===== src/rtl/uhp_pkg.sv =====
package uhp_pkg;
    // ------------------------------------------------------------
    // bus styles and pin levels
    // ------------------------------------------------------------
    localparam logic STYLE_SEPARATE = 1'b1;
    localparam logic STYLE_COMBINED = 1'b0;
    localparam logic RW_READ = 1'b1;
    localparam logic RW_WRITE = 1'b0;
    localparam logic IDLE_STANDARD = 1'b1;
    localparam logic IDLE_INFRARED = 1'b0;
    localparam logic [2:0] SELECT_RESET = 3'h0;
    localparam logic [7:0] DATA_RESET = 8'h00;

    // ------------------------------------------------------------
    // timing
    // ------------------------------------------------------------
    localparam int CLOCK_MHZ = 25;
    localparam int SETUP_NS = 40;
    localparam int STROBE_NS = 120;
    localparam int HOLD_NS = 40;
    localparam int SETUP_RAW = (SETUP_NS * CLOCK_MHZ + 999) / 1000;
    localparam int STROBE_RAW = (STROBE_NS * CLOCK_MHZ + 999) / 1000;
    localparam int HOLD_RAW = (HOLD_NS * CLOCK_MHZ + 999) / 1000;
    localparam logic [3:0] SETUP_CYCLES = 4'(SETUP_RAW < 1 ? 1 : SETUP_RAW);
    localparam logic [3:0] STROBE_CYCLES = 4'(STROBE_RAW < 1 ? 1 : STROBE_RAW);
    localparam logic [3:0] HOLD_CYCLES = 4'(HOLD_RAW < 1 ? 1 : HOLD_RAW);
    localparam logic [3:0] COUNT_ONE = 4'h1;
    localparam logic [3:0] COUNT_ZERO = 4'h0;

    // ------------------------------------------------------------
    // pin synchroniser layout
    // ------------------------------------------------------------
    localparam int SYNC_WIDTH = 10;
    localparam int SYNC_TX = 9;
    localparam int SYNC_ATTENTION = 8;

    typedef enum logic [1:0] {
        ST_IDLE,
        ST_SETUP,
        ST_STROBE,
        ST_HOLD
    } uhp_state_e;
endpackage : uhp_pkg


===== src/rtl/uhp_sync.sv =====
`timescale 1ns/10ps
// ------------------------------------------------------------
// two flip-flop synchroniser
// ------------------------------------------------------------
module uhp_sync #(
    parameter int WIDTH = 1
) (
    // clock and reset
    input wire logic clock,
    input wire logic reset,
    // data
    input wire logic [WIDTH-1:0] async_in,
    output logic [WIDTH-1:0] sync_out
);
    logic [WIDTH-1:0] first_stage;

    always_ff @(posedge clock) begin
        if (reset) begin
            first_stage <= '0;
            sync_out <= '0;
        end else begin
            first_stage <= async_in;
            sync_out <= first_stage;
        end
    end
endmodule : uhp_sync


===== src/rtl/uhp_host.sv =====
`timescale 1ns/10ps
module uhp_host (
    // clock and reset
    input wire logic clock,
    input wire logic reset,
    // user command port
    input wire logic cmd_valid,
    input wire logic cmd_write,
    input wire logic [2:0] cmd_select,
    input wire logic [7:0] cmd_wdata,
    output logic cmd_ready,
    output logic cmd_done,
    output logic [7:0] cmd_rdata,
    // user configuration and status
    input wire logic style_separate,
    input wire logic attention_output_enable,
    input wire logic infrared_select,
    output logic attention,
    output logic tx_idle_ok,
    // device pins
    output logic bus_style_strap,
    output logic [2:0] register_select,
    output logic chip_select_n,
    output logic read_strobe_n,
    output logic write_strobe_n,
    input wire logic [7:0] host_data_bus_in,
    output logic [7:0] host_data_bus_out,
    output logic host_data_bus_oe_n,
    input wire logic attention_pin,
    input wire logic tx_pin
);
    // ------------------------------------------------------------
    // pin synchronisers
    // ------------------------------------------------------------
    logic [uhp_pkg::SYNC_WIDTH-1:0] pins_sync;
    logic [7:0] data_sync;

    uhp_sync #(.WIDTH(uhp_pkg::SYNC_WIDTH)) u_sync (
        .clock(clock),
        .reset(reset),
        .async_in({tx_pin, attention_pin, host_data_bus_in}),
        .sync_out(pins_sync)
    );
    assign data_sync = pins_sync[7:0];

    // ------------------------------------------------------------
    // transfer sequencer
    // ------------------------------------------------------------
    uhp_pkg::uhp_state_e state, next_state;
    logic [3:0] count, next_count;
    logic op_write, next_op_write;
    logic next_strap, next_ready, next_done;
    logic [7:0] next_rdata, next_data_out;
    logic [2:0] next_select;
    logic next_cs_n, next_rd_n, next_wr_n, next_oe_n;

    always_comb begin
        next_state = state;
        next_count = count;
        next_op_write = op_write;
        next_strap = bus_style_strap;
        next_select = register_select;
        next_cs_n = chip_select_n;
        next_rd_n = read_strobe_n;
        next_wr_n = write_strobe_n;
        next_oe_n = host_data_bus_oe_n;
        next_data_out = host_data_bus_out;
        next_rdata = cmd_rdata;
        next_done = 1'b0;
        case (state)
            uhp_pkg::ST_IDLE: begin
                next_strap = style_separate;
                if (cmd_valid) begin
                    next_state = uhp_pkg::ST_SETUP;
                    next_count = uhp_pkg::SETUP_CYCLES;
                    next_op_write = cmd_write;
                    next_select = cmd_select;
                    next_cs_n = 1'b0;
                    next_data_out = cmd_wdata;
                    next_oe_n = ~cmd_write;
                    if (bus_style_strap == uhp_pkg::STYLE_COMBINED) begin
                        next_wr_n = cmd_write ? uhp_pkg::RW_WRITE : uhp_pkg::RW_READ;
                    end
                end
            end
            uhp_pkg::ST_SETUP: begin
                next_count = count - uhp_pkg::COUNT_ONE;
                if (count == uhp_pkg::COUNT_ONE) begin
                    next_state = uhp_pkg::ST_STROBE;
                    next_count = uhp_pkg::STROBE_CYCLES;
                    if (bus_style_strap == uhp_pkg::STYLE_SEPARATE) begin
                        next_rd_n = op_write;
                        next_wr_n = ~op_write;
                    end
                end
            end
            uhp_pkg::ST_STROBE: begin
                next_count = count - uhp_pkg::COUNT_ONE;
                if (count == uhp_pkg::COUNT_ONE) begin
                    next_state = uhp_pkg::ST_HOLD;
                    next_count = uhp_pkg::HOLD_CYCLES;
                    if (!op_write) begin
                        next_rdata = data_sync;
                    end
                    if (bus_style_strap == uhp_pkg::STYLE_SEPARATE) begin
                        next_rd_n = 1'b1;
                        next_wr_n = 1'b1;
                    end else begin
                        next_cs_n = 1'b1;
                    end
                end
            end
            uhp_pkg::ST_HOLD: begin
                next_count = count - uhp_pkg::COUNT_ONE;
                if (count == uhp_pkg::COUNT_ONE) begin
                    next_state = uhp_pkg::ST_IDLE;
                    next_count = uhp_pkg::COUNT_ZERO;
                    next_cs_n = 1'b1;
                    next_oe_n = 1'b1;
                    next_wr_n = 1'b1;
                    next_done = 1'b1;
                end
            end
            default: begin
                next_state = uhp_pkg::ST_IDLE;
                next_count = uhp_pkg::COUNT_ZERO;
                next_cs_n = 1'b1;
                next_rd_n = 1'b1;
                next_wr_n = 1'b1;
                next_oe_n = 1'b1;
            end
        endcase
        next_ready = (next_state == uhp_pkg::ST_IDLE);
    end

    always_ff @(posedge clock) begin
        if (reset) begin
            state <= uhp_pkg::ST_IDLE;
            count <= uhp_pkg::COUNT_ZERO;
            op_write <= 1'b0;
            bus_style_strap <= uhp_pkg::STYLE_SEPARATE;
            register_select <= uhp_pkg::SELECT_RESET;
            chip_select_n <= 1'b1;
            read_strobe_n <= 1'b1;
            write_strobe_n <= 1'b1;
            host_data_bus_oe_n <= 1'b1;
            host_data_bus_out <= uhp_pkg::DATA_RESET;
            cmd_rdata <= uhp_pkg::DATA_RESET;
            cmd_ready <= 1'b0;
            cmd_done <= 1'b0;
        end else begin
            state <= next_state;
            count <= next_count;
            op_write <= next_op_write;
            bus_style_strap <= next_strap;
            register_select <= next_select;
            chip_select_n <= next_cs_n;
            read_strobe_n <= next_rd_n;
            write_strobe_n <= next_wr_n;
            host_data_bus_oe_n <= next_oe_n;
            host_data_bus_out <= next_data_out;
            cmd_rdata <= next_rdata;
            cmd_ready <= next_ready;
            cmd_done <= next_done;
        end
    end

    // ------------------------------------------------------------
    // interrupt decode and transmit idle check
    // ------------------------------------------------------------
    logic next_attention, next_tx_ok, line_attn, line_tx;

    always_comb begin
        line_attn = pins_sync[uhp_pkg::SYNC_ATTENTION];
        line_tx = pins_sync[uhp_pkg::SYNC_TX];
        if (bus_style_strap == uhp_pkg::STYLE_SEPARATE) begin
            next_attention = attention_output_enable & line_attn;
        end else begin
            next_attention = ~line_attn;
        end
        if (infrared_select) begin
            next_tx_ok = (line_tx == uhp_pkg::IDLE_INFRARED);
        end else begin
            next_tx_ok = (line_tx == uhp_pkg::IDLE_STANDARD);
        end
    end

    always_ff @(posedge clock) begin
        if (reset) begin
            attention <= 1'b0;
            tx_idle_ok <= 1'b0;
        end else begin
            attention <= next_attention;
            tx_idle_ok <= next_tx_ok;
        end
    end

    // ------------------------------------------------------------
    // assertions
    // ------------------------------------------------------------
    a_read_capture: assert property (@(posedge clock) disable iff (reset)
        (state == uhp_pkg::ST_STROBE && count == uhp_pkg::COUNT_ONE && !op_write)
        |=> (cmd_rdata == $past(data_sync)))
        else $error("read byte not captured at strobe rise");

    a_read_strobe_high: assert property (@(posedge clock) disable iff (reset)
        (bus_style_strap == uhp_pkg::STYLE_COMBINED && state != uhp_pkg::ST_IDLE)
        |-> read_strobe_n)
        else $error("read strobe low in combined style");

    a_rw_line_level: assert property (@(posedge clock) disable iff (reset)
        (bus_style_strap == uhp_pkg::STYLE_COMBINED && !chip_select_n)
        |-> (write_strobe_n == !op_write))
        else $error("read/write line disagrees with operation");

    a_strobe_with_select: assert property (@(posedge clock) disable iff (reset)
        (bus_style_strap == uhp_pkg::STYLE_SEPARATE && !(read_strobe_n && write_strobe_n))
        |-> !chip_select_n)
        else $error("strobe active without chip select");

    a_select_before_strobe: assert property (@(posedge clock) disable iff (reset)
        $fell(read_strobe_n) |-> !$past(chip_select_n))
        else $error("chip select not set up before read strobe");

    a_transfer_done: assert property (@(posedge clock) disable iff (reset)
        (state == uhp_pkg::ST_IDLE && cmd_valid) |-> ##[3:12] cmd_done)
        else $error("transfer did not complete in time");

    a_write_data_drive: assert property (@(posedge clock) disable iff (reset)
        (!write_strobe_n && bus_style_strap == uhp_pkg::STYLE_SEPARATE)
        |-> (!host_data_bus_oe_n && op_write))
        else $error("write strobe without driven data");

    a_open_drain_attn: assert property (@(posedge clock) disable iff (reset)
        (bus_style_strap == uhp_pkg::STYLE_COMBINED && $stable(bus_style_strap)
        && !pins_sync[uhp_pkg::SYNC_ATTENTION]) |=> attention)
        else $error("low interrupt line not reported");

    c_read_separate: cover property (@(posedge clock) disable iff (reset)
        $rose(read_strobe_n) && bus_style_strap == uhp_pkg::STYLE_SEPARATE);
    c_write_separate: cover property (@(posedge clock) disable iff (reset)
        $rose(write_strobe_n) && bus_style_strap == uhp_pkg::STYLE_SEPARATE);
    c_read_combined: cover property (@(posedge clock) disable iff (reset)
        cmd_done && !op_write && bus_style_strap == uhp_pkg::STYLE_COMBINED);
    c_attention_seen: cover property (@(posedge clock) disable iff (reset)
        $rose(attention));
endmodule : uhp_host


===== config.mk =====
export PLATFORM = sky130hd
export DESIGN_NAME = uhp_host
export DESIGN_NICKNAME = d
export VERILOG_FILES = /design/src/rtl/uhp_pkg.sv /design/src/rtl/uhp_sync.sv /design/src/rtl/uhp_host.sv
export SDC_FILE = /design/constraint.sdc
export NUM_CORES = 1
export LEC_CHECK = 0
export BUFFER_PORTS_ARGS = -buffer_cell sky130_fd_sc_hd__buf_2
export CAP_MARGIN = 30
export CELL_PAD_IN_SITES_DETAIL_PLACEMENT = 0
export CELL_PAD_IN_SITES_GLOBAL_PLACEMENT = 1
export CORE_ASPECT_RATIO = 0.5
export CORE_UTILIZATION = 34
export DETAILED_ROUTE_END_ITERATION = 8
export GPL_ROUTABILITY_DRIVEN = 0
export PLACE_DENSITY_LB_ADDON = 0.1
export SYNTH_ARGS = -nofsm -noshare
export SYNTH_HDL_FRONTEND = slang
export SYNTH_SLANG_ARGS = --single-unit

===== constraint.sdc =====
create_clock -name clock -period 1.7 [get_ports clock]
set_input_delay 0.085 -clock clock [delete_from_list [all_inputs] [get_ports clock]]
set_output_delay 0.085 -clock clock [all_outputs]
set_load 0.02 [all_outputs]

==> run metrics, run 1 <==
worst-case clock buffer depth 2; Reg-to-Reg Start count[0]; dpl hpwl 2950 um; die area 6240 um^2; fin. max-slew vios 0; I/O pin cnt 56; DRC viols 0; Period Utilization, post-route 93.4%; total gr overflow 0; number of flops mapped to enable cells by yosys 0; Worst-Skew Late Latency 0.29 ns; status completed; Flop pwr share 47.0%; initial antenna violation count 0; startpoint of the worst hold path attention_pin; final core utilization 48.0%; FMAX 630 MHz; Syn Nets 241; Sw Pwr 0.000817 W; CP startpoint kind flip-flop; vias in the first global route 1,484; # nets final 311; P&R area growth vs syn 33.4%; # clock sinks 55; top post-synthesis cells by area dfxtp_1 (55%), nor2b_1 (7.2%), a21oi_1 (6.0%); Routed wire per std cell 12.2 um; Top FF cell, synth dfxtp_1; Setup crit end kind flip-flop; cell family with most CP delay simple AND/OR/NAND/NOR gates; CP peak stage delay 0.40 ns; min Tclk post-route 1.59 ns; Ys Warns 0; Slowest-stage cell, CP or4bb_1; fraction of registers with async set/reset 0%; ANT nets after route 0; post-synth cell types 43; Yosys top cell area share 54.8%; die height 56.4 um; flop and latch count out of synthesis 55; Switching Fraction 26.9%; Finished Layout Cells 355; Final TNS setup 0 ns; largest net degree at the start of global routing 30; first-pass GRT wire length 7190 um; vias per cell 4.61; share of layout cells above drive strength 1 32.3%; headroom to the max-slew limit 61.3%; Reg clk slew, reported paths 0.07 ns; Max Cap Viol 0; CTS tree yes; CTS Root Cell clkbuf_16; syn avg cell area 9.52 um^2; DIE WIDTH 111 um; final setup vio count 0; Tot GR Track Use 14.8%; final clock skew 0.00589 ns; Rows 19; ant diodes 0; initial DRC count 55; port bufs 55; final hold slack 0.00444 ns; most instantiated cells after synthesis dfxtp_1 (55), a21oi_1 (24), nand2_1 (24), nor2b_1 (23); Comb power frac 18.4%; RSZ-0062 raised after global routing false; Leakage Power 1.15 nW; WP data arrival 1.81 ns; First-pass DRT Iterations 4; endpoints failing hold 0; crit path max fanout 4; worst-path cell chain ha_4 > or4bb_1 > a222oi_1 > mux2i_1; Buf+Inv Stages, Crit Path 0; Critical Path RT 1.92 ns; via count 1,638; critical path type flip-flop to flip-flop; Inst Count DP 340; Num CTS Buffers 5; core footprint 5590 um^2; drt total wl 4340 um; Worst Setup SP count[0]; htree depth 2; P_int 0.00222 W; area leader, netlist dfxtp_1; Hold Crit Class input port to flip-flop; maximum vdd drop 0.710 mV; most common cell in the synthesized netlist dfxtp_1; PD cells 1130 nW/um^2; sequential area share after synthesis 54.8%; Clk pwr share 34.6%; Syn Inst Count 211; Mapped Area 2010 um^2; Least-Margin Pin Slew 0.580 ns; starting density of the core 36.0%
## path summary, 6_finish.rpt
check,endpoint,slack (ns),cells past startpoint
setup reg to reg,write_strobe_n,0.11,4
hold / removal,u_sync.first_stage[8],0.004,2
setup / recovery,write_strobe_n,0.11,4
hold reg to reg,u_sync.sync_out[1],0.44,1
## area by class of cell
type                    instances  area, um^2
inverters                       2        7.51
well taps                      73        91.3
clock buffers                   6         139
fillers                       541        2910
multi-input cells             140         853
clock inverters                 2        16.3
flip-flops and latches         55        1100
repair buffers                 77         470
## repair_timing
item                                    in CTS  in global routing
endpoints found under the setup margin       1                  8
gates resized for setup                      3                  2
pin swaps                                    1                  2
buffers inserted                             0                  0
hold buffers                                 7                  0
endpoints found under the hold margin        7                  0
## cell families (layout without fill, tap and decap cells)
group,after synthesis,count (layout),synth area share (%)
AO/OA/AOI/OAI,47,47,14.0
XOR/XNOR,3,3,1.31
adder cells (fa/ha/maj),2,2,1.25
buffers and inverters,16,87,3.61
flip-flops,55,55,54.8
multiplexers,2,2,0.996
AND/OR/NAND/NOR,86,86,24.0
## sequential cells by signal, summed over array words and instances, names as in the netlist, 2 cells and up
| name | cells |
|---|---|
| host_data_bus_out | 8 |
| register_select | 3 |
| count | 4 |
| u_sync.sync_out | 10 |
| cmd_rdata | 8 |
| u_sync.first_stage | 10 |
| state | 2 |
## through the flow
| step | area, um^2 | setup WS (ns) | power (W) |
|---|---|---|---|
| 2_1_floorplan | 2010 | 0.0622 | 0.00179 |
| 5_1_grt | 2680 | 0.00619 | 0.00321 |
| 3_3_place_gp | 2440 | 0.0315 | 0.00199 |
| 6_report | 2680 | 0.113 | 0.00304 |
| 4_1_cts | 2680 | 0.00816 | 0.00307 |
| 3_5_place_dp | 2440 | -0.0654 | 0.00200 |
## power groups by stage
stage | clock (W) | sequential (W) | combinational (W)
after floorplan | 0 | 0.00150 | 0.000292
after global placement | 0 | 0.00145 | 0.000542
after detailed placement | 0 | 0.00145 | 0.000545
after CTS | 0.00108 | 0.00143 | 0.000565
after global routing | 0.00115 | 0.00144 | 0.000618
final | 0.00105 | 0.00143 | 0.000561
## cells in the final DEF (no fill, tap or decap), types with 2 or more instances in the layout
master          n
buf_4          14
buf_2          55
dlygate4sd3_1   7
nand2_1        24
nand2b_1        3
nor2_1          7
o21ai_0        10
nand3_1        10
clkbuf_16       5
nor3_1          4
a21oi_1        24
a211oi_1        2
or3b_2          2
dfxtp_1        54
nor2b_1        23
nor3b_2         2
mux2i_1         2
xnor2_1         2
## per-layer routing
metal,up-vias,routed length [um],GRT usage (%),part of all wire (%)
met5,-,0,0,0
met4,0,23,3.43,0.53
met3,3,248,6.05,5.7
met2,38,1830,22.2,42
met1,742,2240,19.9,52
li1,855,-,-,-
Power figures use the tool's default switching activity.
==> run 2, diff against run 1 <==
ABC_AREA = 1   (was default)
CORE_UTILIZATION = 33   (was 34)
==> run 2 against run 1 <==
The run now ends with design-rule violations left. First-iteration DRC count fell by 20%. Sequential share of layout area up 1.3 points. Die area is 2.8% higher. Sequential power about the same. Clock power down 5%. Clock skew about the same. Total power is 1.9% lower. Wire length is 10% lower. Critical path depth up 3. Synthesized cell count increased by 19%. Area after synthesis decreased by 0.19%. Largest cell class unchanged.
==> run metrics, run 2 <==
via count 1,650 (was 1,638); die height 57.1 um (was 56.4 um); min Tclk post-route 1.45 ns (was 1.59 ns); area of the multi-input gates 708 um^2 (was 853 um^2); starting density of the core 35.4% (was 36.0%); vias in the first global route 1,450 (was 1,484); critical path type flip-flop to flip-flop (unchanged); most frequent cells in the layout nor2_1 (68), dfxtp_1 (55), buf_2 (55) (was buf_2 (55), dfxtp_1 (54), a21oi_1 (24), nand2_1 (24), nor2b_1 (23)); ANT nets after route 0 (unchanged); Finished Layout Cells 392 (was 355); Routed wire per std cell 9.96 um (was 12.2 um); CTS Root Cell clkbuf_16 (unchanged); Sw Pwr 0.000839 W (was 0.000817 W); number of flops mapped to enable cells by yosys 0 (unchanged); total gr overflow 0 (unchanged); P_int 0.00214 W (was 0.00222 W); most common cell in the synthesized netlist nor2_1 (was dfxtp_1); # clock sinks 55 (unchanged); worst-path cell chain inv_1 > ha_1 > nand2_1 > nor2_2 > nand3_4 > o21ai_0 > nor2_1 (was ha_4 > or4bb_1 > a222oi_1 > mux2i_1); Period Utilization, post-route 85.0% (was 93.4%); largest registers u_sync.first_stage (10), u_sync.sync_out (10) (unchanged); Reg clk slew, reported paths 0.07 ns (about the same); headroom to the max-slew limit 72.4% (was 61.3%); final hold slack 0.00565 ns (was 0.00444 ns); Max Cap Viol 0 (unchanged); Yosys top cell area share 54.9% (was 54.8%); Placement Cell Area 2350 um^2 (was 2440 um^2); # nets final 349 (was 311); I/O pin cnt 56 (unchanged); Mapped Area 2010 um^2 (about the same); status finished, violations left (was completed); Worst Setup SP count[1] (was count[0]); htree depth 2 (unchanged); RSZ-0062 raised after global routing false (unchanged); reg2reg path depth 7 (was 4); Critical Path RT 1.89 ns (was 1.92 ns); Switching Fraction 28.2% (was 26.9%); Syn Inst Count 251 (was 211); largest net degree at the start of global routing 31 (was 30); commonest non-fill, non-tap cell in the layout nor2_1 (was buf_2); P&R area growth vs syn 29.3% (was 33.4%); DRC viols 3 (was 0); Setup crit end kind flip-flop (unchanged); Rows 19 (unchanged); crit path to cmd_rdata[2] (was write_strobe_n); worst-case clock buffer depth 2 (unchanged); fin. max-slew vios 0 (unchanged); worst reg2reg endpoint cmd_rdata[2] (was write_strobe_n); die area 6410 um^2 (was 6240 um^2); vias per cell 4.21 (was 4.61); Syn Nets 281 (was 241); Top FF cell, synth dfxtp_1 (unchanged); Leakage Power 1.26 nW (was 1.15 nW); First-pass DRT Iterations 6 (was 4); Final TNS setup 0 ns (unchanged); initial antenna violation count 0 (unchanged); sequential area share after synthesis 54.9% (was 54.8%); Hold Crit Class input port to flip-flop (unchanged); share of layout cells above drive strength 1 23.5% (was 32.3%); final setup vio count 0 (unchanged); crit path max fanout 9 (was 4); Sequential Area 1100 um^2 (about the same); Least-Margin Pin Slew 0.414 ns (was 0.580 ns); Comb power frac 18.1% (was 18.4%); Reg-to-Reg Start count[1] (was count[0]); Flop pwr share 48.6% (was 47.0%); PD cells 1150 nW/um^2 (was 1130 nW/um^2); Num CTS Buffers 5 (unchanged); Clk pwr share 33.3% (was 34.6%); top post-synthesis cells by area dfxtp_1 (55%), nor2_1 (13%), inv_1 (6.2%) (was dfxtp_1 (55%), nor2b_1 (7.2%), a21oi_1 (6.0%)); Inst Count DP 375 (was 340); CTS tree yes (unchanged); core footprint 5660 um^2 (was 5590 um^2); Tot GR Track Use 13.3% (was 14.8%); first-pass GRT wire length 6520 um (was 7190 um); maximum vdd drop 0.446 mV (was 0.710 mV); PostCTS Resize Cnt 0 (was 3); port bufs 55 (unchanged); DIE WIDTH 112 um (was 111 um); syn avg cell area 7.99 um^2 (was 9.52 um^2); ant diodes 0 (unchanged); initial DRC count 44 (was 55); endpoints failing hold 0 (unchanged); most instantiated cells after synthesis nor2_1 (68), dfxtp_1 (55), inv_1 (33), nand2_1 (22), o21ai_0 (20) (was dfxtp_1 (55), a21oi_1 (24), nand2_1 (24), nor2b_1 (23)); flop and latch count out of synthesis 55 (unchanged); fraction of registers with async set/reset 0% (unchanged); failing checks design-rule violations; area leader, netlist dfxtp_1 (unchanged); FMAX 692 MHz (was 630 MHz); post-synth cell types 25 (was 43); Slowest-stage cell, CP dfxtp_1 (was or4bb_1); WP data arrival 1.64 ns (was 1.81 ns); Worst-Skew Late Latency 0.29 ns (about the same); final clock skew 0.00610 ns (was 0.00589 ns); Layout fillers 605 (was 541); final core utilization 45.8% (was 48.0%); drt total wl 3910 um (was 4340 um); Ys Warns 0 (unchanged); CP peak stage delay 0.31 ns (was 0.40 ns); Final Instance Area 2590 um^2 (was 2680 um^2); FF-to-FF setup slack 0.25 ns (was 0.11 ns); dpl hpwl 2810 um (was 2950 um); CP startpoint kind flip-flop (unchanged)
-- run 2: changes by cell type after synthesis, moves of 3 or more --
cell,delta
a21oi_1,-15
buf_1,-3
buf_2,-4
inv_1,+31
inv_2,+3
nand2b_1,-3
nor2_1,+61
nor2b_1,-23
o21ai_0,+10
o21ai_1,+8
-- run 2: final cells by class --
class	instances	area share, %
Clock buffer	5	4.83
Tap cell	73	3.52
Timing Repair Buffer	69	15.6
Sequential cell	55	42.5
Multi-Input combinational cell	151	27.3
Inverter	37	5.55
Clock inverter	2	0.676
-- run 2: per-stage QoR --
stage               power [W]  worst slack (ns)
floorplan             0.00185             0.432
global placement      0.00200             0.296
detailed placement    0.00200             0.241
CTS                   0.00303             0.239
global route          0.00317             0.121
finish                0.00298             0.255
-- run 2: routing by layer --
metal,vias to the layer above,track usage [%],share of wire (%)
li1,912,-,-
met1,696,17.0,50
met2,37,20.2,43
met3,5,5.53,6.0
met4,0,5.14,1.3
met5,-,0,0
-- run 2: repair_timing --
action,in CTS,in global routing
hold buffers,10,0
endpoints found under the hold margin,10,0
buffers inserted,0,0
-- run 2: power groups by stage --
stage	Clock, W	Sequential [W]	Combinational [W]
6_report	0.000994	0.00145	0.000539
5_1_grt	0.00110	0.00146	0.000608
4_1_cts	0.00104	0.00145	0.000543
3_5_place_dp	0	0.00148	0.000525
3_3_place_gp	0	0.00148	0.000521
2_1_floorplan	0	0.00154	0.000305
-- run 2: worst max-delay path: cells and delay by family, from the launching register on --
| kind | cells | cell delay (ns) |
|---|---|---|
| fa+ha+maj | 1 | 0.20 |
| compound gates | 1 | 0.19 |
| simple gates | 4 | 0.54 |
| buf+inv | 1 | 0.10 |
| flops | 1 | 0.31 |
-- run 2: worst min path at each step --
stage                        startpoint                     to  slack (ns)  depth (start not counted)
CTS                      style_separate        bus_style_strap       0.003                          3
global placement    host_data_bus_in[5]  u_sync.first_stage[5]        0.28                          3
floorplan           host_data_bus_in[0]  u_sync.first_stage[0]        0.19                          2
global route             style_separate        bus_style_strap        0.04                          3
finish                   style_separate        bus_style_strap       0.006                          3
detailed placement  host_data_bus_in[1]  u_sync.first_stage[1]        0.29                          3
-- run 2: logic make-up (layout without fill, tap and decap cells) --
| family | Yosys count | count (layout) | synth area share [%] |
|---|---|---|---|
| compound gates | 40 | 40 | 10.4 |
| xor+xnor | 2 | 2 | 0.874 |
| fa+ha+maj | 2 | 2 | 1.25 |
| buf+inv | 45 | 113 | 9.79 |
| flops | 55 | 55 | 54.9 |
| simple gates | 107 | 107 | 22.8 |
==> run 3, diff against run 2 <==
RECOVER_POWER = 50   (was default)
==> run 3 against run 2 <==
The run still ends with design-rule violations left. Clock power about the same. Worst setup slack better by 0.00055 ns. Sequential cell count unchanged. Critical endpoint unchanged.
==> run metrics, run 3 (synthesis results as in run 2) <==
vias in the first global route 1,450 (unchanged); Max Cap Viol 0 (unchanged); most frequent cells in the layout nor2_1 (68), dfxtp_1 (55), buf_2 (36) (was nor2_1 (68), dfxtp_1 (55), buf_2 (55)); CTS Root Cell clkbuf_16 (unchanged); FMAX 692 MHz (about the same); ant diodes 0 (unchanged); Leakage Power 1.20 nW (was 1.26 nW); maximum vdd drop 0.446 mV (about the same); Final Instance Area 2570 um^2 (was 2590 um^2); fin. max-slew vios 0 (unchanged); final clock skew 0.00607 ns (was 0.00610 ns); Num CTS Buffers 5 (unchanged); total gr overflow 0 (unchanged); ANT nets after route 0 (unchanged); crit path max fanout 9 (unchanged); Hold Crit Class input port to flip-flop (unchanged); Rows 19 (unchanged); Critical Path RT 1.89 ns (about the same); Slowest-stage cell, CP dfxtp_1 (unchanged); largest registers u_sync.first_stage (10), u_sync.sync_out (10) (unchanged); post-CTS setup buffer count 0 (unchanged); Inst Count DP 375 (unchanged); RSZ-0062 raised after global routing false (unchanged); WP data arrival 1.64 ns (about the same); worst-case clock buffer depth 2 (unchanged); # clock sinks 55 (unchanged); drt total wl 3930 um (was 3910 um); CTS tree yes (unchanged); Reg-to-Reg Start count[1] (unchanged); share of layout cells above drive strength 1 17.6% (was 23.5%); CP startpoint kind flip-flop (unchanged); Tot GR Track Use 13.3% (unchanged); port bufs 55 (unchanged); Buf+Inv Stages, Crit Path 1 (unchanged); min Tclk post-route 1.44 ns (was 1.45 ns); Placement Cell Area 2350 um^2 (unchanged); Setup crit end kind flip-flop (unchanged); dpl hpwl 2810 um (unchanged); area of the multi-input gates 708 um^2 (unchanged); PostCTS Resize Cnt 0 (unchanged); DRC viols 3 (unchanged); first-pass GRT wire length 6520 um (unchanged); final core utilization 45.4% (was 45.8%); Worst Setup SP count[1] (unchanged); # nets final 349 (unchanged); Layout fillers 610 (was 605); Final TNS setup 0 ns (unchanged); Least-Margin Pin Slew 0.406 ns (was 0.414 ns); core footprint 5660 um^2 (unchanged); status finished, violations left (unchanged); die area 6410 um^2 (unchanged); initial DRC count 45 (was 44); Worst-Skew Late Latency 0.29 ns (about the same); headroom to the max-slew limit 72.9% (was 72.4%); Finished Layout Cells 392 (unchanged); failing checks design-rule violations (unchanged); commonest non-fill, non-tap cell in the layout nor2_1 (unchanged); initial antenna violation count 0 (unchanged); vias per cell 4.21 (about the same); largest net degree at the start of global routing 31 (unchanged); die height 57.1 um (unchanged); via count 1,649 (was 1,650); htree depth 2 (unchanged); cell family with most CP delay simple AND/OR/NAND/NOR gates (unchanged); endpoints failing hold 0 (unchanged); startpoint of the worst hold path style_separate (unchanged); starting density of the core 35.4% (unchanged); I/O pin cnt 56 (unchanged); critical path type flip-flop to flip-flop (unchanged); worst-path cell chain inv_1 > ha_1 > nand2_1 > nor2_2 > nand3_4 > o21ai_0 > nor2_1 (unchanged); PD cells 1160 nW/um^2 (was 1150 nW/um^2); final setup vio count 0 (unchanged); First-pass DRT Iterations 8 (was 6); Period Utilization, post-route 85.0% (about the same); Routed wire per std cell 10.0 um (was 9.96 um); CP peak stage delay 0.31 ns (about the same); Sequential Area 1100 um^2 (unchanged); DIE WIDTH 112 um (unchanged); Reg clk slew, reported paths 0.07 ns (about the same); P&R area growth vs syn 28.1% (was 29.3%)
-- run 3: changes by cell type in the layout (fill, tap and decap cells not counted) --
cell / previous run / this run
clkbuf_1: 0 / 19
buf_2: 55 / 36
-- run 3: path summary, 6_finish.rpt --
| kind | slack (ns) | endpoint | cells after the start |
|---|---|---|---|
| worst min-delay path | 0.006 | bus_style_strap | 3 |
| worst max register to register | 0.26 | cmd_rdata[2] | 7 |
| worst min register to register | 0.40 | u_sync.sync_out[9] | 2 |
| worst max-delay path | 0.26 | cmd_rdata[2] | 7 |
-- run 3: power breakdown --
part / total [W] / leakage, nW / internal [W] / switching [W]
Clock: 0.000995 / 0.0703 / 0.000546 / 0.000449
Combinational: 0.000527 / 0.673 / 0.000193 / 0.000334
Sequential: 0.00145 / 0.453 / 0.00139 / 0.0000585
Total: 0.00297 / 1.20 / 0.00213 / 0.000842
-- run 3: repair_timing --
action	in CTS	in global routing
hold buffers	10	0
hold endpoints to repair	10	0
endpoints found under the setup margin	0	0
-- run 3: tightest hold or removal path, delay by kind of cell --
kind            cells  cell delay (ns)
compound gates      2             0.11
buf+inv             1             0.07
-- run 3: layout make-up --
cell class,count,area share [%]
Sequential cell,55,42.9
Multi-Input combinational cell,151,27.6
Timing Repair Buffer,69,14.9
Inverter,37,5.60
Clock buffer,5,4.87
Tap cell,73,3.56
Clock inverter,2,0.682
-- run 3: per-stage QoR --
| stage | setup WS [ns] | power, W | hold slack, ns |
|---|---|---|---|
| after floorplan | 0.432 | 0.00185 | 0.192 |
| after global placement | 0.296 | 0.00200 | 0.283 |
| after detailed placement | 0.241 | 0.00200 | 0.293 |
| after CTS | 0.239 | 0.00303 | 0.00340 |
| after global routing | 0.121 | 0.00316 | 0.0351 |
| final | 0.255 | 0.00297 | 0.00553 |
-- run 3: routing by layer --
metal	vias to the layer above	global-route usage [%]	routed length, um
met4	0	5.14	50
li1	913	-	-
met5	-	0	0
met1	694	17.0	1980
met2	37	20.2	1660
met3	5	5.53	242
